### src/hdl/pmcg_pkg.sv
// Constants and types for the power mode and clock gating unit
package pmcg_pkg;
	localparam logic [31:0] PWR_OFFSET    = 32'hE01FC0C0;
	localparam logic [31:0] GATE_OFFSET   = 32'hE01FC0C4;
	localparam logic [7:0]  PWR_RESET     = 8'h00;
	localparam logic [31:0] GATE_RESET    = 32'h001817BE;
	localparam logic [7:0]  PWR_MASK      = 8'h03;
	localparam logic [31:0] GATE_MASK     = 32'h3008179E;
	localparam int          PWR_IDLE_BIT  = 0;
	localparam int          PWR_PD_BIT    = 1;
	localparam int          GATE_TIM0     = 1;
	localparam int          GATE_TIM1     = 2;
	localparam int          GATE_SER0     = 3;
	localparam int          GATE_SER1     = 4;
	localparam int          GATE_TW0      = 7;
	localparam int          GATE_SPI      = 8;
	localparam int          GATE_CAL      = 9;
	localparam int          GATE_SSP      = 10;
	localparam int          GATE_CONV     = 12;
	localparam int          GATE_TW1      = 19;
	localparam int          GATE_TIM2     = 28;
	localparam int          GATE_TIM3     = 29;
	localparam int          WAKE_CLOCKS   = 16;
	// Controller registers on the software bus
	localparam logic [7:0]  AV_CTRL       = 8'h00;
	localparam logic [7:0]  AV_WDATA      = 8'h04;
	localparam logic [7:0]  AV_RDATA      = 8'h08;
	localparam logic [7:0]  AV_STATUS     = 8'h0C;
	localparam logic [7:0]  AV_CONV       = 8'h10;
	localparam int          CTRL_GO       = 0;
	localparam int          CTRL_WRITE    = 1;
	localparam int          CTRL_GATE_SEL = 2;

	typedef enum logic [2:0] {
		MODE_HOLD  = 3'h0,
		MODE_RUN   = 3'h1,
		MODE_IDLE  = 3'h2,
		MODE_PDOWN = 3'h3,
		MODE_WAKE  = 3'h4
	} pmcg_mode_type;
endpackage : pmcg_pkg

### src/hdl/pmcg_if.sv
// Link between the power unit and the processor-side controller
`timescale 1ns/1ps
interface pmcg_if;
	import pmcg_pkg::*;
	logic          reg_sel;
	logic          reg_wr;
	logic [31:0]   reg_addr;
	logic [31:0]   reg_wdata;
	logic [31:0]   reg_rdata;
	logic          reg_ack;
	logic          int_req;
	logic          processor_clock_en;
	logic          sys_rst;
	pmcg_mode_type mode;

	modport dev (
		input  reg_sel, reg_wr, reg_addr, reg_wdata, int_req,
		output reg_rdata, reg_ack, processor_clock_en, sys_rst, mode
	);
	modport host (
		output reg_sel, reg_wr, reg_addr, reg_wdata, int_req,
		input  reg_rdata, reg_ack, processor_clock_en, sys_rst, mode
	);
endinterface : pmcg_if

### src/hdl/pmcg_device.sv
// Power mode sequencer, peripheral clock gates and reset hold
//
// Our own choice: the Avalon-MM register port.
`timescale 1ns/1ps
module pmcg_device
	import pmcg_pkg::*;
#(
	parameter int WAKE_CNT = WAKE_CLOCKS
)(
	// Clock and reset
	input  wire logic        core_clk_i,
	input  wire logic        srst_i,
	// Link to the processor side
	pmcg_if.dev              lk,
	// Wake and reset sources
	input  wire logic        ext_wake_i,
	input  wire logic        cal_wake_i,
	input  wire logic        cal_32k_i,
	input  wire logic        pin_rst_i,
	input  wire logic        wdt_rst_i,
	input  wire logic        osc_ready_i,
	input  wire logic        init_done_i,
	// Clock tree controls
	output logic             osc_en_o,
	output logic             base_clk_en_o,
	output logic [31:0]      periph_clk_en_o,
	output logic             mult_off_o,
	output logic             pin_hold_o
);
	localparam int CW = $clog2(WAKE_CNT + 1);
	localparam logic [CW-1:0] CNT_LOAD = CW'(WAKE_CNT);
	localparam logic [CW-1:0] CNT_ZERO = '0;
	localparam logic [CW-1:0] CNT_ONE  = CW'(1);

	typedef struct packed {
		pmcg_mode_type mode;
		logic [7:0]    pwr;
		logic [31:0]   gates;
		logic [CW-1:0] cnt;
		logic          ack;
		logic [31:0]   rdata;
		logic          proc_en;
		logic          osc_en;
		logic          base_en;
		logic [31:0]   periph_en;
		logic          mult_off;
		logic          pin_hold;
		logic          sys_rst;
	} pmcg_dev_state_type;

	pmcg_dev_state_type s_r;
	pmcg_dev_state_type s_nxt;

	function automatic logic pmcg_hit(input logic [31:0] addr, input logic [31:0] off);
		pmcg_hit = (addr == off);
	endfunction : pmcg_hit

	logic rst_req;
	logic clkless_wake;
	logic idle_wake;

	assign rst_req      = pin_rst_i | wdt_rst_i;
	// Only sources that work with the core clock stopped may end power-down
	assign clkless_wake = ext_wake_i | (cal_wake_i & cal_32k_i);
	assign idle_wake    = lk.int_req | ext_wake_i | cal_wake_i;

	always_comb
	begin
		s_nxt          = s_r;
		s_nxt.ack      = 1'b0;
		s_nxt.mult_off = 1'b0;
		case (s_r.mode)
			MODE_HOLD:
			begin
				// Internal reset stays until every release condition is met
				if (s_r.cnt != CNT_ZERO)
				begin
					s_nxt.cnt = s_r.cnt - CNT_ONE;
				end
				else if (osc_ready_i && init_done_i)
				begin
					s_nxt.mode = MODE_RUN;
				end
			end
			MODE_RUN:
			begin
				if (s_r.pwr[PWR_PD_BIT])
				begin
					s_nxt.mode     = MODE_PDOWN;
					s_nxt.mult_off = 1'b1;
				end
				else if (s_r.pwr[PWR_IDLE_BIT])
				begin
					s_nxt.mode = MODE_IDLE;
				end
				// Registers only answer while the processor runs
				if (lk.reg_sel && !s_r.ack)
				begin
					s_nxt.ack   = 1'b1;
					s_nxt.rdata = '0;
					if (pmcg_hit(lk.reg_addr, PWR_OFFSET))
					begin
						if (lk.reg_wr)
						begin
							s_nxt.pwr = lk.reg_wdata[7:0] & PWR_MASK;
						end
						s_nxt.rdata = {24'h000000, s_r.pwr};
					end
					else if (pmcg_hit(lk.reg_addr, GATE_OFFSET))
					begin
						if (lk.reg_wr)
						begin
							s_nxt.gates = lk.reg_wdata;
						end
						// Reserved positions give back whatever was stored
						s_nxt.rdata = s_r.gates;
					end
				end
			end
			MODE_IDLE:
			begin
				// Execution stays halted until an interrupt, external wake or calendar wake arrives
				if (idle_wake)
				begin
					s_nxt.mode                = MODE_RUN;
					s_nxt.pwr[PWR_IDLE_BIT]   = 1'b0;
				end
			end
			MODE_PDOWN:
			begin
				// Gate and power registers are not touched here
				if (clkless_wake)
				begin
					s_nxt.mode = MODE_WAKE;
					s_nxt.cnt  = CNT_LOAD;
				end
			end
			MODE_WAKE:
			begin
				if (s_r.cnt != CNT_ZERO)
				begin
					s_nxt.cnt = s_r.cnt - CNT_ONE;
				end
				else if (osc_ready_i)
				begin
					// Clock returns only at a whole instruction boundary
					s_nxt.mode = MODE_RUN;
					s_nxt.pwr  = PWR_RESET;
				end
			end
			default:
			begin
				s_nxt.mode = MODE_HOLD;
			end
		endcase

		if (srst_i || rst_req)
		begin
			s_nxt.mode  = MODE_HOLD;
			s_nxt.cnt   = CNT_LOAD;
			s_nxt.pwr   = PWR_RESET;
			s_nxt.gates = GATE_RESET;
			s_nxt.ack   = 1'b0;
			s_nxt.rdata = '0;
			// A reset during power-down entry must not leave the multiplier pulse behind
			s_nxt.mult_off = 1'b0;
		end

		s_nxt.proc_en  = (s_nxt.mode == MODE_RUN);
		s_nxt.osc_en   = (s_nxt.mode != MODE_PDOWN);
		// Always-on group keeps running except in power-down and during the wake-up count
		s_nxt.base_en  = (s_nxt.mode != MODE_PDOWN) && (s_nxt.mode != MODE_WAKE);
		s_nxt.periph_en = s_nxt.base_en ? (s_nxt.gates & GATE_MASK) : '0;
		s_nxt.pin_hold = (s_nxt.mode == MODE_PDOWN) || (s_nxt.mode == MODE_WAKE);
		s_nxt.sys_rst  = (s_nxt.mode == MODE_HOLD);
	end

	always_ff @(posedge core_clk_i)
	begin
		if (srst_i)
		begin
			s_r           <= '0;
			s_r.mode      <= MODE_HOLD;
			s_r.cnt       <= CNT_LOAD;
			s_r.pwr       <= PWR_RESET;
			s_r.gates     <= GATE_RESET;
			s_r.osc_en    <= 1'b1;
			s_r.base_en   <= 1'b1;
			s_r.periph_en <= GATE_RESET & GATE_MASK;
			s_r.sys_rst   <= 1'b1;
		end
		else
		begin
			s_r <= s_nxt;
		end
	end

	assign lk.reg_ack            = s_r.ack;
	assign lk.reg_rdata          = s_r.rdata;
	assign lk.processor_clock_en = s_r.proc_en;
	assign lk.sys_rst            = s_r.sys_rst;
	assign lk.mode               = s_r.mode;
	assign osc_en_o              = s_r.osc_en;
	assign base_clk_en_o         = s_r.base_en;
	assign periph_clk_en_o       = s_r.periph_en;
	assign mult_off_o            = s_r.mult_off;
	assign pin_hold_o            = s_r.pin_hold;
endmodule : pmcg_device

### src/flat_wrapper.sv
// flat-port wrapper written by rule: the top's interface ports become plain ports
module pmcg_device_flat import pmcg_pkg::*;
#(
	parameter int WAKE_CNT = WAKE_CLOCKS
)
  (core_clk_i, srst_i, ext_wake_i, cal_wake_i, cal_32k_i, pin_rst_i, wdt_rst_i, osc_ready_i, init_done_i, osc_en_o, base_clk_en_o, periph_clk_en_o, mult_off_o, pin_hold_o, lk_reg_sel, lk_reg_wr, lk_reg_addr, lk_reg_wdata, lk_int_req, lk_reg_rdata, lk_reg_ack, lk_processor_clock_en, lk_sys_rst, lk_mode);
  pmcg_if lk_i ();
  input  wire logic core_clk_i;
  input  wire logic srst_i;
  input  wire logic ext_wake_i;
  input  wire logic cal_wake_i;
  input  wire logic cal_32k_i;
  input  wire logic pin_rst_i;
  input  wire logic wdt_rst_i;
  input  wire logic osc_ready_i;
  input  wire logic init_done_i;
  output logic osc_en_o;
  output logic base_clk_en_o;
  output logic [31:0] periph_clk_en_o;
  output logic mult_off_o;
  output logic pin_hold_o;
  input wire logic [$bits(lk_i.reg_sel)-1:0] lk_reg_sel;
  input wire logic [$bits(lk_i.reg_wr)-1:0] lk_reg_wr;
  input wire logic [$bits(lk_i.reg_addr)-1:0] lk_reg_addr;
  input wire logic [$bits(lk_i.reg_wdata)-1:0] lk_reg_wdata;
  input wire logic [$bits(lk_i.int_req)-1:0] lk_int_req;
  output wire logic [$bits(lk_i.reg_rdata)-1:0] lk_reg_rdata;
  output wire logic [$bits(lk_i.reg_ack)-1:0] lk_reg_ack;
  output wire logic [$bits(lk_i.processor_clock_en)-1:0] lk_processor_clock_en;
  output wire logic [$bits(lk_i.sys_rst)-1:0] lk_sys_rst;
  output wire logic [$bits(lk_i.mode)-1:0] lk_mode;
  assign lk_i.reg_sel = lk_reg_sel;
  assign lk_i.reg_wr = lk_reg_wr;
  assign lk_i.reg_addr = lk_reg_addr;
  assign lk_i.reg_wdata = lk_reg_wdata;
  assign lk_i.int_req = lk_int_req;
  assign lk_reg_rdata = lk_i.reg_rdata;
  assign lk_reg_ack = lk_i.reg_ack;
  assign lk_processor_clock_en = lk_i.processor_clock_en;
  assign lk_sys_rst = lk_i.sys_rst;
  assign lk_mode = lk_i.mode;
  pmcg_device #(.WAKE_CNT(WAKE_CNT)) u_core (.core_clk_i(core_clk_i), .srst_i(srst_i), .lk(lk_i), .ext_wake_i(ext_wake_i), .cal_wake_i(cal_wake_i), .cal_32k_i(cal_32k_i), .pin_rst_i(pin_rst_i), .wdt_rst_i(wdt_rst_i), .osc_ready_i(osc_ready_i), .init_done_i(init_done_i), .osc_en_o(osc_en_o), .base_clk_en_o(base_clk_en_o), .periph_clk_en_o(periph_clk_en_o), .mult_off_o(mult_off_o), .pin_hold_o(pin_hold_o));
endmodule
### config.mk
export PLATFORM = sky130hd
export DESIGN_NAME = pmcg_device_flat
export DESIGN_NICKNAME = d
export VERILOG_FILES = /design/src/hdl/pmcg_pkg.sv /design/src/hdl/pmcg_if.sv /design/src/hdl/pmcg_device.sv /design/src/flat_wrapper.sv
export SDC_FILE = /design/constraint.sdc
export NUM_CORES = 1
export LEC_CHECK = 0
export BUFFER_PORTS_ARGS = -buffer_cell sky130_fd_sc_hd__buf_2
export CAP_MARGIN = 20
export CORE_MARGIN = 3
export CORE_UTILIZATION = 31
export CTS_CLUSTER_DIAMETER = 120
export CTS_CLUSTER_SIZE = 25
export DETAILED_ROUTE_END_ITERATION = 12
export SKIP_LAST_GASP = 1
export SYNTH_ARGS = -nofsm -noshare
export SYNTH_HDL_FRONTEND = slang
export SYNTH_SLANG_ARGS = --single-unit
### constraint.sdc
create_clock -name core_clk_i -period 3 [get_ports core_clk_i]
set_clock_uncertainty 0.1 [all_clocks]
set_input_delay 0.3 -clock core_clk_i [delete_from_list [all_inputs] [get_ports core_clk_i]]
set_output_delay 0.3 -clock core_clk_i [all_outputs]
set_load 0.005 [all_outputs]
Word-level counts from Yosys, hierarchy flattened
Cells that the tools add are included.
{"block": "totals", "reg_bits": 119, "inputBits": 76, "output_inout_bits": 74}
{"block": "op_classes", "addsub": 1, "n_eq_ne": 19, "mux": 29, "bitwise_logic": 8, "reduce_logical": 21}
{"operator": "two-way mux 32 bit", "n": 6}
{"operator": "two-way mux 81 bit", "n": 1}
{"operator": "two-way mux 33 bit", "n": 2}
{"operator": "equality test 32 bit (second input constant)", "n": 2}
{"operator": "two-way mux 40 bit", "n": 1}
{"operator": "two-way mux 11 bit", "n": 2}
{"operator": "two-way mux 20 bit", "n": 1}
{"operator": "two-way mux 3 bit", "n": 6}
{"operator": "two-way mux 8 bit", "n": 2}
{"operator": "case mux 3 bit (5 select lines)", "n": 1}
{"operator": "case mux 7 bit (2 select lines)", "n": 1}
{"operator": "two-way mux 5 bit", "n": 2}
{"operator": "inequality test 2 x 1 -> 1 bit (second input constant)", "n": 5}
{"operator": "case mux 5 bit (2 select lines)", "n": 1}
{"operator": "equality test 3 x 2 -> 1 bit (second input constant)", "n": 3}
{"operator": "AND reduction 7 bit", "n": 1}
{"operator": "equality test 3 x 1 -> 1 bit (second input constant)", "n": 2}
{"operator": "equality test 3 bit (second input constant)", "n": 2}
{"operator": "logical NOT 3 bit", "n": 2}
{"operator": "inequality test 2 bit (second input constant)", "n": 3}
{"operator": "AND reduction 6 bit", "n": 1}
{"operator": "OR reduction 2 bit", "n": 3}
{"operator": "AND reduction 5 bit", "n": 1}
{"operator": "nonzero test 5 bit", "n": 1}
{"operator": "other kinds (16)", "n": 26}

Longest topological paths before layout
Gate-level depths: netlist (run 1).
{"block": "depth", "depth_word": 10, "mapped_depth": 8, "mapped_depth_nobuf": 7}

Worst setup path before layout (run 1)
Ideal clock, no wire load.
{"block": "synth_timing", "kind": "register to register", "from": "reg u_core.s_r[71] in the netlist's numbering", "to": "reg u_core.s_r (netlist bit u_core.periph_clk_en_o[12])", "setup_ps": 132, "t_arrival_ps": 1817, "required_ps": 2768, "path_slack_ps": 950, "path_stages_with_launch": 9, "n_path_buf": 1, "period_less_slack_ps": 2050, "path_cell_list": "dfxtp_1 -> inv_1 -> ha_1 -> nor4b_1 -> o2111ai_1 -> nor4b_2 -> o31ai_4 -> buf_4 -> a21oi_1"}
{"block": "synth_between", "elab_chain_len": 7, "elab_cells_between_ends": 9}
{"element": "start, declared", "line_no": "pmcg_device.sv:51", "source": "pmcg_dev_state_type s_r;"}
{"element": "start signal, assigned", "line_no": "pmcg_device.sv:194", "source": "s_r <= s_nxt;"}
{"element": "nonzero test 5 bit (*)", "line_no": "pmcg_device.sv:76, pmcg_device.sv:140"}
{"element": "two-way mux 11 bit or two-way mux 3 bit (tied branches)", "line_no": "pmcg_device.sv:140, pmcg_device.sv:76"}
{"element": "case mux 3 bit (5 select lines) (*)", "line_no": "pmcg_device.sv:72", "source": "case (s_r.mode)"}
{"element": "two-way mux 81 bit (*)", "line_no": "pmcg_device.sv:157", "source": "if (srst_i || rst_req)"}
{"element": "inequality test 3 x 2 -> 1 bit or inequality test 3 bit (tied branches)", "line_no": "pmcg_device.sv:172", "source": "s_nxt.base_en = (s_nxt.mode != MODE_PDOWN) && (s_nxt.mode != MODE_WAKE);"}
{"element": "logical AND 1 bit (*)", "line_no": "pmcg_device.sv:172"}
{"element": "two-way mux 20 bit (*)", "line_no": "pmcg_device.sv:173", "source": "s_nxt.periph_en = s_nxt.base_en ? (s_nxt.gates & GATE_MASK) : '0;"}
Mark *: on every way between the ends. The rest lies on a longest branch, timed or not. The select of a mux whose other input is x is not followed.
A chain may end at the register's enable or synchronous reset.

Final worst setup path (run 1)
{"block": "layout_timing", "from": "reg u_core.s_r[71] in the netlist's numbering", "to": "reg u_core.s_r (netlist bit u_core.periph_clk_en_o[28])"}
{"block": "layout_between", "elab_chain_len": 8, "elab_cells_between_ends": 10}
{"element": "nonzero test 5 bit (*)", "line_no": "pmcg_device.sv:76, pmcg_device.sv:140"}
{"element": "two-way mux 11 bit or two-way mux 3 bit (tied branches)", "line_no": "pmcg_device.sv:140, pmcg_device.sv:76"}
{"element": "case mux 3 bit (5 select lines) (*)", "line_no": "pmcg_device.sv:72"}
{"element": "two-way mux 81 bit (*)", "line_no": "pmcg_device.sv:157"}
{"element": "inequality test 3 x 2 -> 1 bit or inequality test 3 bit (tied branches)", "line_no": "pmcg_device.sv:172"}
{"element": "logical AND 1 bit (*)", "line_no": "pmcg_device.sv:172"}
{"element": "NOT 1 bit (no source line) (*)"}
{"element": "OR reduction 2 bit (no source line) (*)"}
Marked as above.

==> metrics.txt, run 1 <==
status finished, final reports clean; Longest Clk Path Bufs 2; first-pass GRT wire length 15,100 um; core area 12,300 um^2; YS warnings 0; PortBufs 129; # fillers 1,254; Yosys top cell by area dfxtp_1; Worst Hold Class input port to flip-flop; mapped cell area 3960 um^2; dominant synthesized flop cell dfxtp_1; initial antenna violation count 0; commonest non-fill, non-tap cell in the layout buf_2; Crit Reg-Reg Startpoint u_core.s_r[71]; DR DRC count 0; count of flip-flops with a built-in enable after synthesis 0; Area Overhead vs Synth 16.4%; Post-DP HPWL 6470 um; Final Setup Violations 0; CTS Sinks 93; Sw Pwr 497 uW; I/O pins 150; Diodes inserted 0; family with the most delay on the worst path simple AND/OR/NAND/NOR gates; Flop pwr share 52.5%; fmax 425 MHz; Leak 0.00186 uW; Logic pwr share 4.5%; CP cell instances inv_1 > ha_1 > nor4b_1 > o2111ai_1 > nor4b_2 > o31ai_4 > buf_4 > nor3_1; Final Max Slew Viols 0; kind of critical path flip-flop to flip-flop; die footprint 14,200 um^2; Hold Startpoint lk_reg_wdata[5]; Total GRT Usage 13.4%; Clock power frac 43.0%; CTS HTree Levels 3; clk_lat worst skew 340 ps; final layout net count 570; register area 1860 um^2; layout cell share with drive strength beyond 1 31.7%; Routed Antenna Nets 0; Slew Limit Headroom 54.5%; Post-CTS Repair Setup Buffers 0; most frequent cells in the layout buf_2 (129), dfxtp_1 (93), nor2_1 (62); total power 2360 uW; Avg Synthesized Cell Area 9.54 um^2; DR iter-0 viols 142; worst-case reg-to-reg path depth 8; Reg clk slew, reported paths 60 ps; Vias 3,033; fin area 4610 um^2; fin crit share 78.5%; multi-input logic area 1550 um^2; Initial Util 32.3%; crit path max-delay cell type nor4b_1; setup TNS 0 ps; MaxCap Viol Count 0; hold path depth 3; Die W 119 um; r2r endpoint u_core.periph_clk_en_o[28]; Sw Ratio 21.0%; Post-synth ARST share 0%; CP Launch Point u_core.s_r[71]; CP arrival 2450 ps; area share of the largest cell type after synthesis 47.0%; CTS tree built; GP Congestion 0.948; CP max FO 14; VDD IR-drop max 0.349 mV; WHS 73.0 ps; largest net degree at the start of global routing 57; Post-Route WL 9240 um; Internal 1870 uW; row count 40; Required @ worst endpoint 3100 ps; Placement Cell Area 4350 um^2; Area contributors post-synth dfxtp_1 (47%), buf_4 (13%), mux2i_1 (8.9%); WP buf/inv 2; CP Launch Type flip-flop; Root Buffer clkbuf_16; minimum clock period 2360 ps; vias per cell 4.57; cts hold-fix bufs 0; RSZ-0062 raised after global routing no; DR WL/cell 13.9 um; final core utilization 37.6%; setup slack, reg-to-reg 640 ps; Inserted Clock Buffers 9; DIE HEIGHT 119 um; total grt overflow 0; sequential fraction of the synthesis area 47.0%; max incr delay on CP 560 ps; Hold EP u_core.s_r[81]; critical path capture point type flip-flop; drt first pass iters 4; measured slew at the worst slew-check pin 672 ps; cts repair resizes 0; flops & latches, synth 93; PD cells 513 nW/um^2; Cell variety after synth 47; final hold vios 0; Mapped Cells 415; number of global-route vias before repair 3,051
## per-stage QoR
| stage | worst slack (ps) | cells |
|---|---|---|
| after global routing | 489 | 664 |
| after global placement | 716 | 649 |
| after CTS | 632 | 664 |
| after detailed placement | 635 | 649 |
| final | 645 | 664 |
| after floorplan | 950 | 434 |
## cells by family (layout without fill, tap and decap cells)
family / count (synthesis) / after routing / synth area share [%]
and+or+nand+nor: 125 / 125 / 15.5
muxes: 36 / 36 / 9.14
AOI/OAI and AO/OA: 59 / 59 / 10.6
DFF: 93 / 93 / 47.0
adders and majority gates: 2 / 2 / 0.632
buffers and inverters: 94 / 156 / 15.9
other: 1 / 20 / 0.0948
xor gates and xnor gates: 5 / 5 / 1.11
## per-layer routing
metal,track usage (%),up-vias,routed length [um]
met5,0,-,0
met4,4.78,0,117
met3,5.89,11,784
met2,21.7,117,4360
met1,15.7,1419,3980
li1,-,1486,-
## power by group through the flow
| stage | logic, uW | registers [uW] | clock network (uW) |
|---|---|---|---|
| global placement | 104 | 1270 | 0 |
| detailed placement | 107 | 1270 | 0 |
| finish | 107 | 1240 | 1020 |
| global route | 120 | 1240 | 1120 |
| floorplan | 63.3 | 1270 | 0 |
| CTS | 107 | 1240 | 1070 |
## Yosys cell counts, types with 2 or more instances
master     count
a21oi_1       14
a22oi_1       31
and4b_1        2
buf_2          5
buf_4         70
clkbuf_1      12
dfxtp_1       93
ha_1           2
inv_1          5
mux2i_1       35
nand2_1       20
nand2b_1       3
nand3_1        4
nand3b_1       3
nand4_1        3
nor2_1        62
nor3_1        10
nor4_1         3
nor4b_1        3
o2111ai_1      2
o22ai_1        3
or3_1          2
xnor2_1        2
xor2_1         3
## worst max-delay path by stage
stage / to / depth (start not counted)
2_1_floorplan: u_core.periph_clk_en_o[12] / 8
3_3_place_gp: u_core.periph_clk_en_o[1] / 7
3_5_place_dp: u_core.periph_clk_en_o[7] / 7
4_1_cts: u_core.periph_clk_en_o[28] / 8
5_1_grt: u_core.periph_clk_en_o[10] / 6
6_report: u_core.periph_clk_en_o[28] / 8
## worst register-to-register path, cell delays in order (launching register included)
cell and delay, ps:
dfxtp_1 330, inv_1 90, ha_1 140, nor4b_1 560
o2111ai_1 200, nor4b_2 220, o31ai_4 250, buf_4 240
nor3_1 80
## state kept, by name, indices dropped and copies added (netlist names)
signal / cells
u_core.osc_en_o: 1
u_core.s_r: 39
u_core.lk.reg_rdata: 32
u_core.lk.mode: 3
u_core.pin_hold_o: 1
u_core.lk.sys_rst: 1
u_core.mult_off_o: 1
u_core.base_clk_en_o: 1
u_core.periph_clk_en_o: 12
u_core.lk.processor_clock_en: 1
u_core.lk.reg_ack: 1
## final cells by class
class	count	area share (%)
flip-flops and latches	93	40.4
multi-input cells	247	33.6
repair buffers	135	15.3
clock buffers	13	5.43
well taps	168	4.56
inverters	6	0.489
clock inverters	2	0.217
No activity file was read; power rests on OpenSTA's default activity.
==> run 2: changes to the inputs <==
- clock period: 3 -> 2.1 ns (I/O delays scaled with it)
==> run 2 against run 1 <==
Net effect:
- power up 46%
- largest cell class unchanged
- critical path depth increased by 1
- count of clock-buffer cells in the layout decreased by 3
- setup slack worse by 490 ps
- via count rose by 2.5%
- core utilization is 2.1 points higher
- non-clock buffer count is 24 higher
- final cell count increased by 3.8%
- wire length is 0.79% lower
==> metrics.txt, run 2 (same netlist as run 1, synthesis figures left out) <==
Slew Limit Headroom 60.3%; Final Setup Violations 0; CP max FO 14; initial antenna violation count 0; Final Max Slew Viols 0; final layout net count 594; WHS 15.1 ps; measured slew at the worst slew-check pin 596 ps; family with the most delay on the worst path buffers and inverters; max reg flops 39; CP arrival 2040 ps; Placed Cells 664; fin area 4870 um^2; commonest non-fill, non-tap cell in the layout buf_2; Post-DP HPWL 6710 um; non-filler cells in the finished layout 689; CP cell instances inv_1 > ha_1 > nor4b_2 > buf_4 > o2111ai_1 > nor4b_4 > o31ai_4 > buf_12 > nor3_1; status finished, final reports clean; vias per cell 4.51; Placement Cell Area 4470 um^2; max incr delay on CP 310 ps; setup TNS 0 ps; Total GRT Usage 13.1%; crit path max-delay cell type dfxtp_1; Leak 0.00198 uW; worst-case reg-to-reg path depth 9; Critical Path Stages 9; Inserted Clock Buffers 9; Worst Hold Class input port to flip-flop; Root Buffer clkbuf_16; DR iter-0 viols 167; PD cells 709 nW/um^2; VDD IR-drop max 0.316 mV; row count 40; hold path depth 3; final hold vios 0; Post-CTS Repair Setup Buffers 0; Vias 3,110; Area Overhead vs Synth 23.0%; layout cell share with drive strength beyond 1 34.2%; CTS tree built; clk_lat worst skew 340 ps; Required @ worst endpoint 2200 ps; number of global-route vias before repair 3,003; DR DRC count 0; Initial Util 32.3%; first-pass GRT wire length 14,800 um; WP buf/inv 3; total grt overflow 0; largest net degree at the start of global routing 57; CTS HTree Levels 3; fmax 515 MHz; die footprint 14,200 um^2; MaxCap Viol Count 0; Routed Antenna Nets 0; Longest Clk Path Bufs 2; DIE HEIGHT 119 um; CP Launch Type flip-flop; I/O pins 150; Reg clk slew, reported paths 60 ps; critical path capture point type flip-flop; drt first pass iters 5; Diodes inserted 0; minimum clock period 1940 ps; kind of critical path flip-flop to flip-flop; most frequent cells in the layout buf_2 (129), dfxtp_1 (93), nor2_1 (62); final core utilization 39.7%; GP Congestion 0.839; fin crit share 92.5%; Post-Route WL 9160 um; PortBufs 129; core area 12,300 um^2; CTS Sinks 93; Die W 119 um; most flop-heavy register u_core.s_r; DR WL/cell 13.3 um; RSZ-0062 raised after global routing no
run 2: cell types whose count changed in the layout (fill, tap and decap cells not counted), moves of 2 or more:
cell	delta
buf_4	+14
clkbuf_1	-2
clkinv_2	-2
clkinvlp_4	+4
dlygate4sd3_1	+9
run 2: path summary, 6_finish.rpt:
check / from / to / slack [ps]
worst max-delay path: u_core.s_r[72] / u_core.periph_clk_en_o[29] / 160
worst min-delay path: lk_reg_wdata[13] / u_core.s_r[89] / 20
worst max register to register: u_core.s_r[72] / u_core.periph_clk_en_o[29] / 160
worst min register to register: u_core.lk.reg_rdata[0] / u_core.lk.reg_rdata[0] / 370
run 2: worst register-to-register path, stage by stage, from the launching register on:
cell       delay (ps)
dfxtp_1           310
inv_1              90
ha_1              140
nor4b_2           190
buf_4             160
o2111ai_1         100
nor4b_4           160
o31ai_4           310
buf_12            180
nor3_1             60
run 2: power breakdown:
group	internal (uW)	switching, uW	leakage [uW]
registers	1770	4.25	0.000750
clock network	809	697	0.000121
logic	89.0	84.3	0.00111
total	2670	786	0.00198
run 2: metrics by stage:
stage | worst slack (ps) | power (uW)
2_1_floorplan | 50.3 | 1900
3_3_place_gp | -48.2 | 1970
3_5_place_dp | -54.7 | 1970
4_1_cts | 34.7 | 3500
5_1_grt | 22.5 | 3610
6_report | 157 | 3450
run 2: timing repair:
action,CTS,global route
endpoints found under the setup margin,0,14
gates resized for setup,0,5
hold endpoints to repair,9,0
hold buffers,9,0
run 2: layout make-up:
cell class	count	area, um^2
fill	1200	7390
sequential	93	1860
tap	168	210
clock buffer	10	229
clock inverter	6	47.5
multi-input combinational	247	1580
inverter	6	22.5
timing repair buffer	159	918
run 2: layer usage:
metal | track usage, % | share of wire, %
met5 | 0 | 0
met4 | 5.43 | 1.7
met3 | 3.56 | 6.1
met2 | 21.7 | 48
met1 | 15.9 | 44
